**src/hdl/mac_pkg.sv**
```systemverilog
// Constants, register map and command layout for the multiply-accumulate unit
package mac_pkg;

  // ----------------------------------------------------------------
  // Widths
  // ----------------------------------------------------------------
  localparam int unsigned ADR_W = 8;
  localparam int unsigned DAT_W = 32;
  localparam int unsigned WORD_W = 16;
  localparam int unsigned MUL_IN_W = 17;
  localparam int unsigned PROD_W = 34;
  localparam int unsigned SCALED_W = 33;
  localparam int unsigned ACC_W = 40;
  localparam int unsigned SUM_W = 41;

  // ----------------------------------------------------------------
  // Register offsets (byte addresses, one aligned word each)
  // ----------------------------------------------------------------
  localparam logic [ADR_W-1:0] OFS_CTRL = 8'h00;
  localparam logic [ADR_W-1:0] OFS_OPER_A = 8'h04;
  localparam logic [ADR_W-1:0] OFS_OPER_B = 8'h08;
  localparam logic [ADR_W-1:0] OFS_CMD = 8'h0C;
  localparam logic [ADR_W-1:0] OFS_STATUS = 8'h10;
  localparam logic [ADR_W-1:0] OFS_ACC1_LO = 8'h14;
  localparam logic [ADR_W-1:0] OFS_ACC1_HI = 8'h18;
  localparam logic [ADR_W-1:0] OFS_ACC2_LO = 8'h1C;
  localparam logic [ADR_W-1:0] OFS_ACC2_HI = 8'h20;
  localparam logic [ADR_W-1:0] OFS_PROD = 8'h24;
  localparam logic [ADR_W-1:0] OFS_TRAP_EN = 8'h28;

  // ----------------------------------------------------------------
  // Core control word fields
  // ----------------------------------------------------------------
  localparam int unsigned CTL_FRAC = 0;
  localparam int unsigned CTL_WIDE_CLIP = 4;
  localparam int unsigned CTL_CLIP_SECOND = 6;
  localparam int unsigned CTL_CLIP_FIRST = 7;
  localparam logic [WORD_W-1:0] CTL_RESET = 16'h0000;
  localparam logic [WORD_W-1:0] CTL_MASK = 16'h00D1;

  // ----------------------------------------------------------------
  // Status word fields
  // ----------------------------------------------------------------
  localparam int unsigned ST_OVF_FIRST = 15;
  localparam int unsigned ST_OVF_SECOND = 14;
  localparam int unsigned ST_CLIP_FIRST = 13;
  localparam int unsigned ST_CLIP_SECOND = 12;
  localparam int unsigned ST_OVF_EITHER = 11;
  localparam int unsigned ST_CLIP_EITHER = 10;
  localparam int unsigned ST_LOOP_ACT = 9;
  localparam int unsigned ST_DIGIT_CARRY = 8;
  localparam int unsigned ST_LOW_LSB = 0;
  localparam int unsigned ST_LOW_W = 8;
  localparam logic [ST_LOW_W-1:0] ST_LOW_RESET = 8'h00;

  // ----------------------------------------------------------------
  // Trap enable fields
  // ----------------------------------------------------------------
  localparam int unsigned TE_FIRST = 0;
  localparam int unsigned TE_SECOND = 1;

  // ----------------------------------------------------------------
  // Saturation limits
  // ----------------------------------------------------------------
  localparam logic [ACC_W-1:0] NARROW_MAX = 40'h007FFFFFFF;
  localparam logic [ACC_W-1:0] NARROW_MIN = 40'hFF80000000;
  localparam logic [ACC_W-1:0] WIDE_MAX = 40'h7FFFFFFFFF;
  localparam logic [ACC_W-1:0] WIDE_MIN = 40'h8000000000;

  // ----------------------------------------------------------------
  // Commands
  // ----------------------------------------------------------------
  typedef enum logic [3:0] {
    OP_NOP = 4'h0,
    OP_MAC = 4'h1,
    OP_MSC = 4'h2,
    OP_MPY = 4'h3,
    OP_ADD = 4'h4,
    OP_SUB = 4'h5,
    OP_LOAD = 4'h6,
    OP_PRODUCT = 4'h7
  } op_type;

  typedef struct packed {
    logic [17:0] unused;
    logic signed [4:0] shift;
    logic carry;
    logic byte_mode;
    logic b_signed;
    logic a_signed;
    logic acc_second;
    logic [3:0] op;
  } cmd_type;

endpackage : mac_pkg

```
**src/hdl/dsp_multiply_accumulate.sv**
```systemverilog
// Multiply-accumulate datapath with Wishbone register access
// Operation
// - 17x17 signed/unsigned multiplier; scaler gives 1.31 or integer result.
// - 16-bit operands widened to 17 bits by zero or sign fill.
// - Multiplier output is 34 bits; the 33-bit scaled result is sign-extended to 40 bits.
// - Fraction mode treats operands as Q15 and yields a 1.31 product.
// - Same multiplier performs signed, unsigned and mixed integer multiplies.
// - Integer product gives 16-bit result for bytes, 32-bit for words.
// - 40-bit adder/subtracter; one accumulator is source and destination.
// - Add and load data may pass through the barrel shifter first.
// - One adder input may be zero, the other true or complemented.
// - Add uses true data, carry high; subtract complements, borrow low.
// - Adder produces clip and guard overflow flags latched in status.
// - Carry out of bit 39 is catastrophic overflow, sign lost.
// - Guard overflow flagged when bits 39..32 are not all equal.
// - Clip decision uses result, overflows, enables bits 7:6, mode bit 4.
// - Per-accumulator guard flags report each accumulator's overflow.
// - Clip flag set on bit 31 overflow or bit 39 overflow clipping.
// - Combined guard overflow flag is the OR of both.
// - Status word is 16 bits, bits 15:10 adder flags, bits 9:0 core.
// - Combined clip flag is the OR of both clip flags.
// - Guard flags update each adder pass; flag with trap enable raises trap.
//
// Register access over Wishbone and the register offsets were decided locally.
`timescale 1ns/1ps
`default_nettype none

module dsp_multiply_accumulate (
  // Clock and reset
  input wire logic clk_i,
  input wire logic rst_i,
  // Wishbone slave
  input wire logic wb_cyc_i,
  input wire logic wb_stb_i,
  input wire logic wb_we_i,
  input wire logic [mac_pkg::ADR_W-1:0] wb_adr_i,
  input wire logic [3:0] wb_sel_i,
  input wire logic [mac_pkg::DAT_W-1:0] wb_dat_i,
  output logic [mac_pkg::DAT_W-1:0] wb_dat_o,
  output logic wb_ack_o,
  // Core side
  output logic arith_trap_o
);

  // ----------------------------------------------------------------
  // Storage
  // ----------------------------------------------------------------
  logic ack_r;
  logic [mac_pkg::DAT_W-1:0] rdata_r;
  logic [mac_pkg::WORD_W-1:0] core_control_word;
  logic [mac_pkg::WORD_W-1:0] oper_a_r;
  logic [mac_pkg::WORD_W-1:0] oper_b_r;
  logic [mac_pkg::DAT_W-1:0] last_cmd_r;
  logic [mac_pkg::ACC_W-1:0] accum_first;
  logic [mac_pkg::ACC_W-1:0] accum_second;
  logic [mac_pkg::DAT_W-1:0] product_r;
  logic acc_first_guard_ovf;
  logic acc_second_guard_ovf;
  logic acc_first_clip_flag;
  logic acc_second_clip_flag;
  logic either_guard_ovf;
  logic either_clip_flag;
  logic loop_active_flag;
  logic digit_carry_flag;
  logic [mac_pkg::ST_LOW_W-1:0] status_low_byte;
  logic first_ovf_trap_en;
  logic second_ovf_trap_en;
  logic trap_r;

  // ----------------------------------------------------------------
  // Bus decode
  // ----------------------------------------------------------------
  logic req;
  logic wr_stb;
  logic [mac_pkg::DAT_W-1:0] wmask;

  // A request is taken once; ack drops the cycle after it rose
  assign req = wb_cyc_i && wb_stb_i && !ack_r;
  assign wr_stb = req && wb_we_i;
  assign wmask = {{8{wb_sel_i[3]}}, {8{wb_sel_i[2]}},
                  {8{wb_sel_i[1]}}, {8{wb_sel_i[0]}}};

  function automatic logic [mac_pkg::DAT_W-1:0] merge(
    input logic [mac_pkg::DAT_W-1:0] old_v,
    input logic [mac_pkg::DAT_W-1:0] new_v,
    input logic [mac_pkg::DAT_W-1:0] mask
  );
    merge = (old_v & ~mask) | (new_v & mask);
  endfunction : merge

  // ----------------------------------------------------------------
  // Command and operand preparation
  // ----------------------------------------------------------------
  mac_pkg::cmd_type cmd;
  logic exec;
  logic is_sub;
  logic zero_in;
  logic use_shift;
  logic [mac_pkg::WORD_W-1:0] op_a16;
  logic [mac_pkg::WORD_W-1:0] op_b16;
  logic signed [mac_pkg::MUL_IN_W-1:0] mul_a;
  logic signed [mac_pkg::MUL_IN_W-1:0] mul_b;
  logic signed [mac_pkg::PROD_W-1:0] prod;
  logic [mac_pkg::SCALED_W-1:0] scaled;
  logic [mac_pkg::ACC_W-1:0] prod40;
  logic [mac_pkg::ACC_W-1:0] data40;
  logic [mac_pkg::ACC_W-1:0] shifted40;
  logic [5:0] shift_left_amt;

  // Only full-word command writes execute, so a partial lane write
  // cannot launch a half-formed operation
  assign cmd = mac_pkg::cmd_type'(wb_dat_i);
  assign exec = wr_stb && (wb_adr_i == mac_pkg::OFS_CMD) && (&wb_sel_i);

  always_comb begin
    is_sub = 1'b0;
    zero_in = 1'b0;
    use_shift = 1'b0;
    unique case (mac_pkg::op_type'(cmd.op))
      mac_pkg::OP_MSC: is_sub = 1'b1;
      mac_pkg::OP_MPY: zero_in = 1'b1;
      mac_pkg::OP_ADD: use_shift = 1'b1;
      mac_pkg::OP_SUB: begin
        use_shift = 1'b1;
        is_sub = 1'b1;
      end
      mac_pkg::OP_LOAD: begin
        use_shift = 1'b1;
        zero_in = 1'b1;
      end
      default: begin
        is_sub = 1'b0;
      end
    endcase
  end

  // Byte operands are first brought to 16 bits in the same signedness
  always_comb begin
    op_a16 = oper_a_r;
    op_b16 = oper_b_r;
    if (cmd.byte_mode) begin
      op_a16 = {{8{cmd.a_signed & oper_a_r[7]}}, oper_a_r[7:0]};
      op_b16 = {{8{cmd.b_signed & oper_b_r[7]}}, oper_b_r[7:0]};
    end
  end

  // 17th bit is sign or zero depending on each operand's form
  assign mul_a = {cmd.a_signed & op_a16[15], op_a16};
  assign mul_b = {cmd.b_signed & op_b16[15], op_b16};
  // Mixed and like-signed integer products share this one multiplier
  assign prod = mul_a * mul_b;

  // Fraction mode drops the duplicated sign bit to give 1.31
  always_comb begin
    if (core_control_word[mac_pkg::CTL_FRAC]) begin
      scaled = {prod[31:0], 1'b0};
    end else begin
      scaled = prod[32:0];
    end
  end

  assign prod40 = {{7{scaled[32]}}, scaled};

  // Word data lands in bits 31:16, then the barrel shifter scales it;
  // positive counts shift right, negative counts shift left
  assign data40 = {{8{oper_a_r[15]}}, oper_a_r, 16'h0000};
  // Six bits so that a count of -16 still shifts by sixteen places
  assign shift_left_amt = 6'(-cmd.shift);
  always_comb begin
    if (cmd.shift[4]) begin
      shifted40 = data40 << shift_left_amt;
    end else begin
      shifted40 = 40'($signed(data40) >>> cmd.shift);
    end
  end

  // ----------------------------------------------------------------
  // Adder, overflow detection and saturation
  // ----------------------------------------------------------------
  logic [mac_pkg::ACC_W-1:0] acc_src;
  logic [mac_pkg::ACC_W-1:0] in_x;
  logic [mac_pkg::ACC_W-1:0] in_data;
  logic [mac_pkg::ACC_W-1:0] in_y;
  logic cin;
  logic [mac_pkg::SUM_W-1:0] sum;
  logic cat_ovf;
  logic guard_ovf;
  logic narrow_ovf;
  logic clip_en;
  logic clip_hit;
  logic [mac_pkg::ACC_W-1:0] result;

  assign acc_src = cmd.acc_second ? accum_second : accum_first;
  assign in_x = zero_in ? '0 : acc_src;
  assign in_data = use_shift ? shifted40 : prod40;
  assign in_y = is_sub ? ~in_data : in_data;
  // Borrow input is active low when subtracting
  assign cin = is_sub ? ~cmd.carry : cmd.carry;
  // One extra bit keeps the true sign past a bit 39 carry
  assign sum = {in_x[39], in_x} + {in_y[39], in_y} + 41'(cin);
  assign cat_ovf = sum[40] ^ sum[39];
  assign guard_ovf = !((&sum[39:32]) || !(|sum[39:32]));
  assign narrow_ovf = !((&sum[40:31]) || !(|sum[40:31]));

  assign clip_en = cmd.acc_second ?
                   core_control_word[mac_pkg::CTL_CLIP_SECOND] :
                   core_control_word[mac_pkg::CTL_CLIP_FIRST];

  always_comb begin
    result = sum[39:0];
    clip_hit = 1'b0;
    if (clip_en) begin
      if (core_control_word[mac_pkg::CTL_WIDE_CLIP]) begin
        if (cat_ovf) begin
          clip_hit = 1'b1;
          result = sum[40] ? mac_pkg::WIDE_MIN : mac_pkg::WIDE_MAX;
        end
      end else if (narrow_ovf) begin
        clip_hit = 1'b1;
        result = sum[40] ? mac_pkg::NARROW_MIN : mac_pkg::NARROW_MAX;
      end
    end
  end

  logic acc_pass;
  logic hit_first;
  logic hit_second;

  assign acc_pass = exec && (cmd.op != mac_pkg::OP_NOP) &&
                    (cmd.op != mac_pkg::OP_PRODUCT) &&
                    (cmd.op <= mac_pkg::OP_LOAD);
  assign hit_first = acc_pass && !cmd.acc_second;
  assign hit_second = acc_pass && cmd.acc_second;

  // ----------------------------------------------------------------
  // Accumulators and integer product
  // ----------------------------------------------------------------
  always_ff @(posedge clk_i) begin
    if (rst_i) begin
      accum_first <= '0;
      accum_second <= '0;
    end else begin
      if (hit_first) begin
        accum_first <= result;
      end
      if (hit_second) begin
        accum_second <= result;
      end
    end
  end

  always_ff @(posedge clk_i) begin
    if (rst_i) begin
      product_r <= '0;
    end else if (exec && cmd.op == mac_pkg::OP_PRODUCT) begin
      if (cmd.byte_mode) begin
        product_r <= {16'h0000, prod[15:0]};
      end else begin
        product_r <= prod[31:0];
      end
    end
  end

  // ----------------------------------------------------------------
  // Status flags
  // ----------------------------------------------------------------
  logic st_wr;
  logic [mac_pkg::DAT_W-1:0] st_new;
  logic clip1_nxt;
  logic clip2_nxt;
  logic ovf1_nxt;
  logic ovf2_nxt;
  logic [mac_pkg::WORD_W-1:0] status_word;

  assign st_wr = wr_stb && (wb_adr_i == mac_pkg::OFS_STATUS);
  assign st_new = merge(32'(status_word), wb_dat_i, wmask);

  // Guard flags track the latest pass for the accumulator it wrote
  assign ovf1_nxt = hit_first ? guard_ovf : acc_first_guard_ovf;
  assign ovf2_nxt = hit_second ? guard_ovf : acc_second_guard_ovf;

  // Clip flags are sticky; software clears with a zero, but a clip
  // in the same cycle keeps the flag set
  always_comb begin
    clip1_nxt = acc_first_clip_flag;
    clip2_nxt = acc_second_clip_flag;
    if (st_wr) begin
      clip1_nxt = st_new[mac_pkg::ST_CLIP_FIRST];
      clip2_nxt = st_new[mac_pkg::ST_CLIP_SECOND];
    end
    if (hit_first && clip_hit) begin
      clip1_nxt = 1'b1;
    end
    if (hit_second && clip_hit) begin
      clip2_nxt = 1'b1;
    end
  end

  always_ff @(posedge clk_i) begin
    if (rst_i) begin
      acc_first_guard_ovf <= 1'b0;
      acc_second_guard_ovf <= 1'b0;
      acc_first_clip_flag <= 1'b0;
      acc_second_clip_flag <= 1'b0;
      either_guard_ovf <= 1'b0;
      either_clip_flag <= 1'b0;
    end else begin
      acc_first_guard_ovf <= ovf1_nxt;
      acc_second_guard_ovf <= ovf2_nxt;
      acc_first_clip_flag <= clip1_nxt;
      acc_second_clip_flag <= clip2_nxt;
      // Built from the next values so they never lag their sources
      either_guard_ovf <= ovf1_nxt | ovf2_nxt;
      either_clip_flag <= clip1_nxt | clip2_nxt;
    end
  end

  // Core-owned bits are kept here for the sequencer and software
  always_ff @(posedge clk_i) begin
    if (rst_i) begin
      loop_active_flag <= 1'b0;
      digit_carry_flag <= 1'b0;
      status_low_byte <= mac_pkg::ST_LOW_RESET;
    end else if (st_wr) begin
      loop_active_flag <= st_new[mac_pkg::ST_LOOP_ACT];
      digit_carry_flag <= st_new[mac_pkg::ST_DIGIT_CARRY];
      status_low_byte <= st_new[mac_pkg::ST_LOW_LSB +: mac_pkg::ST_LOW_W];
    end
  end

  // A plain signal, so every reader re-evaluates when any flag moves
  always_comb begin
    status_word = '0;
    status_word[mac_pkg::ST_OVF_FIRST] = acc_first_guard_ovf;
    status_word[mac_pkg::ST_OVF_SECOND] = acc_second_guard_ovf;
    status_word[mac_pkg::ST_CLIP_FIRST] = acc_first_clip_flag;
    status_word[mac_pkg::ST_CLIP_SECOND] = acc_second_clip_flag;
    status_word[mac_pkg::ST_OVF_EITHER] = either_guard_ovf;
    status_word[mac_pkg::ST_CLIP_EITHER] = either_clip_flag;
    status_word[mac_pkg::ST_LOOP_ACT] = loop_active_flag;
    status_word[mac_pkg::ST_DIGIT_CARRY] = digit_carry_flag;
    status_word[mac_pkg::ST_LOW_LSB +: mac_pkg::ST_LOW_W] = status_low_byte;
  end

  // ----------------------------------------------------------------
  // Control, operand and trap enable registers
  // ----------------------------------------------------------------
  logic [mac_pkg::DAT_W-1:0] ctl_new;
  logic [mac_pkg::DAT_W-1:0] opa_new;
  logic [mac_pkg::DAT_W-1:0] opb_new;

  assign ctl_new = merge(32'(core_control_word), wb_dat_i, wmask);
  assign opa_new = merge(32'(oper_a_r), wb_dat_i, wmask);
  assign opb_new = merge(32'(oper_b_r), wb_dat_i, wmask);

  always_ff @(posedge clk_i) begin
    if (rst_i) begin
      core_control_word <= mac_pkg::CTL_RESET;
    end else if (wr_stb && wb_adr_i == mac_pkg::OFS_CTRL) begin
      core_control_word <= ctl_new[15:0] & mac_pkg::CTL_MASK;
    end
  end

  always_ff @(posedge clk_i) begin
    if (rst_i) begin
      oper_a_r <= '0;
      oper_b_r <= '0;
    end else begin
      if (wr_stb && wb_adr_i == mac_pkg::OFS_OPER_A) begin
        oper_a_r <= opa_new[15:0];
      end
      if (wr_stb && wb_adr_i == mac_pkg::OFS_OPER_B) begin
        oper_b_r <= opb_new[15:0];
      end
    end
  end

  always_ff @(posedge clk_i) begin
    if (rst_i) begin
      last_cmd_r <= '0;
    end else if (exec) begin
      last_cmd_r <= wb_dat_i;
    end
  end

  always_ff @(posedge clk_i) begin
    if (rst_i) begin
      first_ovf_trap_en <= 1'b0;
      second_ovf_trap_en <= 1'b0;
    end else if (wr_stb && wb_adr_i == mac_pkg::OFS_TRAP_EN &&
                 wb_sel_i[0]) begin
      first_ovf_trap_en <= wb_dat_i[mac_pkg::TE_FIRST];
      second_ovf_trap_en <= wb_dat_i[mac_pkg::TE_SECOND];
    end
  end

  // Trap is a level that follows the flags one cycle behind
  always_ff @(posedge clk_i) begin
    if (rst_i) begin
      trap_r <= 1'b0;
    end else begin
      trap_r <= (acc_first_guard_ovf & first_ovf_trap_en) |
                (acc_second_guard_ovf & second_ovf_trap_en);
    end
  end

  // ----------------------------------------------------------------
  // Read mux and acknowledge
  // ----------------------------------------------------------------
  logic [mac_pkg::DAT_W-1:0] rd_mux;

  always_comb begin
    rd_mux = '0;
    unique case (wb_adr_i)
      mac_pkg::OFS_CTRL: rd_mux = 32'(core_control_word);
      mac_pkg::OFS_OPER_A: rd_mux = 32'(oper_a_r);
      mac_pkg::OFS_OPER_B: rd_mux = 32'(oper_b_r);
      mac_pkg::OFS_CMD: rd_mux = last_cmd_r;
      mac_pkg::OFS_STATUS: rd_mux = 32'(status_word);
      mac_pkg::OFS_ACC1_LO: rd_mux = accum_first[31:0];
      mac_pkg::OFS_ACC1_HI: rd_mux = {24'h000000, accum_first[39:32]};
      mac_pkg::OFS_ACC2_LO: rd_mux = accum_second[31:0];
      mac_pkg::OFS_ACC2_HI: rd_mux = {24'h000000, accum_second[39:32]};
      mac_pkg::OFS_PROD: rd_mux = product_r;
      mac_pkg::OFS_TRAP_EN: rd_mux = {30'h0, second_ovf_trap_en,
                                      first_ovf_trap_en};
      default: rd_mux = '0;
    endcase
  end

  always_ff @(posedge clk_i) begin
    if (rst_i) begin
      ack_r <= 1'b0;
      rdata_r <= '0;
    end else begin
      ack_r <= req;
      if (req && !wb_we_i) begin
        rdata_r <= rd_mux;
      end
    end
  end

  assign wb_ack_o = ack_r;
  assign wb_dat_o = rdata_r;
  assign arith_trap_o = trap_r;

endmodule : dsp_multiply_accumulate

`default_nettype wire

```
**config.mk**
```make
export PLATFORM = sky130hd
export DESIGN_NAME = dsp_multiply_accumulate
export DESIGN_NICKNAME = d
export VERILOG_FILES = /design/src/hdl/mac_pkg.sv /design/src/hdl/dsp_multiply_accumulate.sv
export SDC_FILE = /design/constraint.sdc
export NUM_CORES = 2
export LEC_CHECK = 0
export BUFFER_PORTS_ARGS = -buffer_cell sky130_fd_sc_hd__buf_4
export CAP_MARGIN = 10
export CORE_ASPECT_RATIO = 0.6
export CORE_MARGIN = 3
export CORE_UTILIZATION = 45
export CTS_CLUSTER_SIZE = 10
export DETAILED_ROUTE_END_ITERATION = 10
export GPL_TIMING_DRIVEN = 0
export PLACE_DENSITY_LB_ADDON = 0.25
export SLEW_MARGIN = 20
export SYNTH_ARGS = -nofsm -noshare
export SYNTH_HDL_FRONTEND = slang
export SYNTH_SLANG_ARGS = --single-unit
```
**constraint.sdc**
```tcl
create_clock -name clk_i -period 13.1 [get_ports clk_i]
set_input_delay 0 -clock clk_i [delete_from_list [all_inputs] [get_ports clk_i]]
set_output_delay 0 -clock clk_i [all_outputs]
set_load 0.02 [all_outputs]
```
==> summary.txt <==
Status
  – Outcome: complete, no violations

Worst setup path
  – R2R setup slack: 340 ps
  – Reg-to-Reg End: accum_second[6]$_SDFFE_PP0P_
  – Max incr delay on CP: 570 ps
  – R2r worst-path depth: 40
  – Worst path slowest cell: fa_1
  – Most used cell along the critical path: fa_1
  – CP Max Fanout: 10
  – Crit path capture type: register
  – WS Path Type: register to register
  – Startpoint Class: register
  – Worst EP arrival: 13,230 ps
  – Worst path required time: 13,570 ps
  – CP endpoint: accum_second[6]$_SDFFE_PP0P_

CTS
  – H-tree Lvls: 1
  – CTS sink count: 232
  – CTS root buffer: clkbuf_16
  – CTS clk-pin slew, worst paths: 60 ps
  – CTS tree: done
  – Total CTS buffers: 27
  – CTS max path bufs: 3
  – Clock Latency Late Sink: 560 ps

Synthesis
  – Register bit total from synthesis: 232
  – Synth cell types: 93
  – Post-Synthesis Cells: 3,378
  – Fraction of registers with async set/reset: 0%
  – Post-synth EDFFs: 0
  – Cell Area, Synth: 0.0270 sq mm
  – Top_reg_cell synth: dfxtp_1
  – Synthesized Nets: 3,844
  – Synthesized area per cell: 7.99 sq um
  – Synth warn: 0
  – Seq/Total Area, Yosys: 17.2%

Min path
  – Worst Hold Class: input pin to register
  – Hold Path Depth: 4

Global routing
  – First-pass GRT wire length: 165 mm
  – Initial antenna violation count: 2
  – Tot GR Track Use: 35.4%
  – Vias in the first global route: 24,500
  – Remaining Overflow, GRT: 0
  – Largest net degree at the start of global routing: 13

Cells and area
  – Layout cells sized above 1: 7.02%
  – FF/Latch Area: 0.00465 sq mm
  – Commonest non-fill, non-tap cell in the layout: nand2_1
  – Filler cell count: 5,715
  – Multi-input gate area: 0.0204 sq mm
  – Most frequent cells in the layout: nand2_1, inv_1, a21oi_1
  – Total Nets Final: 3,968
  – ANT cells: 0
  – Final Util: 50.9%
  – Area grow syn2layout: 10.2%

Floorplanning
  – Initial Util: 46.2%
  – Die Y: 196 um
  – Num rows: 68
  – Total core area: 0.0585 sq mm
  – Die area: 0.0631 sq mm
  – I/O pin total: 83
  – Die W: 322 um

Pwr
  – P per Cell Area: 54.8 mW/mm^2
  – NetSw: 0.000483 W
  – Sequential Power Share: 43.3%
  – Sw frac: 29.6%
  – Power share of the combinational group: 15.2%
  – Leak: 12.9 nW
  – Worst IR Drop VDD: 0.0000833 V
  – Final Total Pwr: 0.00163 W
  – Int Pwr: 0.00115 W
  – Clock share of power: 41.5%

Placed design
  – Port Buf Inserts: 73
  – GPL Wtd Cong: 1.05
  – Final HPWL DP: 93.5 mm

Timing
  – Final setup viols: 0
  – Final min period: 12,760 ps
  – Worst Tran Pin Value: 1100 ps
  – Slew HR: 26.3%
  – Max-slew violations: 0
  – Fin Clk Skew: 16.5 ps
  – Fin Hold WS: 37.9 ps
  – Fin crit share: 97.4%
  – Final Hold Viols: 0
  – Unrepaired setup endpoints after global routing: no
  – Fmax: 78.4 MHz

Routing
  – Detailed Routing Iterations Pass 1: 8
  – Avg WL per Cell: 26.6 um
  – Residual DRC count: 0
  – Vias: 26,500
  – Final wirelength: 114 mm
  – Metal-1 WL: 51.2 mm
  – Post-DR vias/cell: 6.21
  – 1st-iter DRT viols: 3,904
  – DR WL met3: 22.4 mm
  – Wire length on met2: 38.5 mm
  – Routed Antenna Nets: 0
  – Top Layer Used: met5

Run
  – Max-cap violations: 0
-- cells in the mapped netlist, types with 6 or more instances --
library cell / instances / area share (%)
and3_1: 17 / 0.39
and4_1: 6 / 0.19
nand2b_1: 18 / 0.42
nand2_1: 466 / 6.5
and2_1: 143 / 3.3
a211oi_1: 43 / 1.2
o22ai_1: 20 / 0.46
dfxtp_1: 232 / 17
o21ai_0: 95 / 1.8
or2_2: 11 / 0.25
ha_1: 125 / 5.8
o31ai_1: 11 / 0.31
nor2b_1: 9 / 0.21
buf_1: 19 / 0.26
mux2i_1: 123 / 4.6
o21ai_1: 21 / 0.39
a21o_1: 36 / 1.0
or3_1: 17 / 0.39
nor2_1: 240 / 3.3
o21bai_1: 18 / 0.50
nor3_1: 44 / 0.82
mux2_2: 12 / 0.50
inv_1: 337 / 4.7
nand3_1: 66 / 1.2
xnor2_1: 86 / 2.8
nand3b_1: 9 / 0.25
a21oi_2: 10 / 0.32
o211ai_1: 17 / 0.47
a221oi_1: 17 / 0.55
nand4_1: 10 / 0.23
o31a_1: 7 / 0.23
a31oi_1: 29 / 0.67
buf_2: 13 / 0.24
a311oi_1: 32 / 1.0
clkbuf_1: 189 / 2.6
xor2_1: 24 / 0.78
a21oi_1: 330 / 6.1
a222oi_1: 20 / 0.74
a22oi_1: 39 / 1.1
o21a_1: 24 / 0.67
fa_1: 292 / 22
-- worst min-delay path by stage --
stage / to / from
3_5_place_dp: last_cmd_r[16]$_SDFFE_PP0P_ / wb_dat_i[16]
3_3_place_gp: last_cmd_r[27]$_SDFFE_PP0P_ / wb_dat_i[27]
5_1_grt: accum_first[39]$_SDFFE_PP0P_ / wb_dat_i[4]
6_report: accum_first[39]$_SDFFE_PP0P_ / wb_dat_i[4]
4_1_cts: first_ovf_trap_en$_SDFFE_PP0P_ / wb_adr_i[2]
2_1_floorplan: last_cmd_r[14]$_SDFFE_PP0P_ / wb_dat_i[14]
-- worst max-delay path, delay by kind of cell, from the launching register on --
family | cells | cell delay [ps]
muxes | 1 | 360
buffers and inverters | 6 | 1300
xor gates and xnor gates | 1 | 140
DFF | 1 | 490
adders and majority gates | 9 | 4030
AOI/OAI and AO/OA | 13 | 3780
and+or+nand+nor | 10 | 2530
-- area by class of cell --
class	instances	area share [%]
Multi-Input combinational cell	2579	68.6
Sequential cell	232	15.6
Inverter	340	4.29
Tap cell	770	3.24
Buffer	220	3.06
Timing Repair Buffer	102	2.81
Clock buffer	29	2.33
Clock inverter	1	0.0252
-- metal layers --
metal / GRT usage (%) / up-vias
met4: 3.49 / 4
met2: 41.4 / 1897
met3: 22.6 / 121
li1: - / 11700
met1: 54.0 / 12800
met5: 1.23 / -
-- kinds of logic after synthesis --
kind of cell	share of synthesized area (%)
multiplexers	5.44
XOR/XNOR	3.57
adder cells (fa/ha/maj)	27.4
AO/OA/AOI/OAI	20.2
buffers and inverters	8.10
flip-flops	17.2
AND/OR/NAND/NOR	18.1
-- timing repair --
item / in CTS / in global routing
buffers inserted: 1 / 5
pin swaps: 1 / 4
setup endpoints to repair: 83 / 84
hold endpoints to repair: 35 / 0
hold buffers: 23 / 0
gates resized for setup: 27 / 61
-- power groups by stage --
stage / registers [W] / clock network, W / logic (W)
2_1_floorplan: 0.000722 / 0 / 0.000142
3_3_place_gp: 0.000721 / 0 / 0.000225
3_5_place_dp: 0.000721 / 0 / 0.000224
4_1_cts: 0.000706 / 0.000667 / 0.000233
5_1_grt: 0.000706 / 0.000693 / 0.000261
6_report: 0.000706 / 0.000677 / 0.000248
-- through the flow --
stage	setup TNS (ps)	std cells	setup slack (ps)	cell area (sq um)
detailed placement	-73840	4221	-1630	28500
global route	0	4273	1.72	29800
CTS	0	4275	100	29600
finish	0	4273	340	29800
global placement	-88660	4221	-1920	28500
floorplan	0	3378	2000	27000
Note: power is estimated with default switching activity, not from simulation.
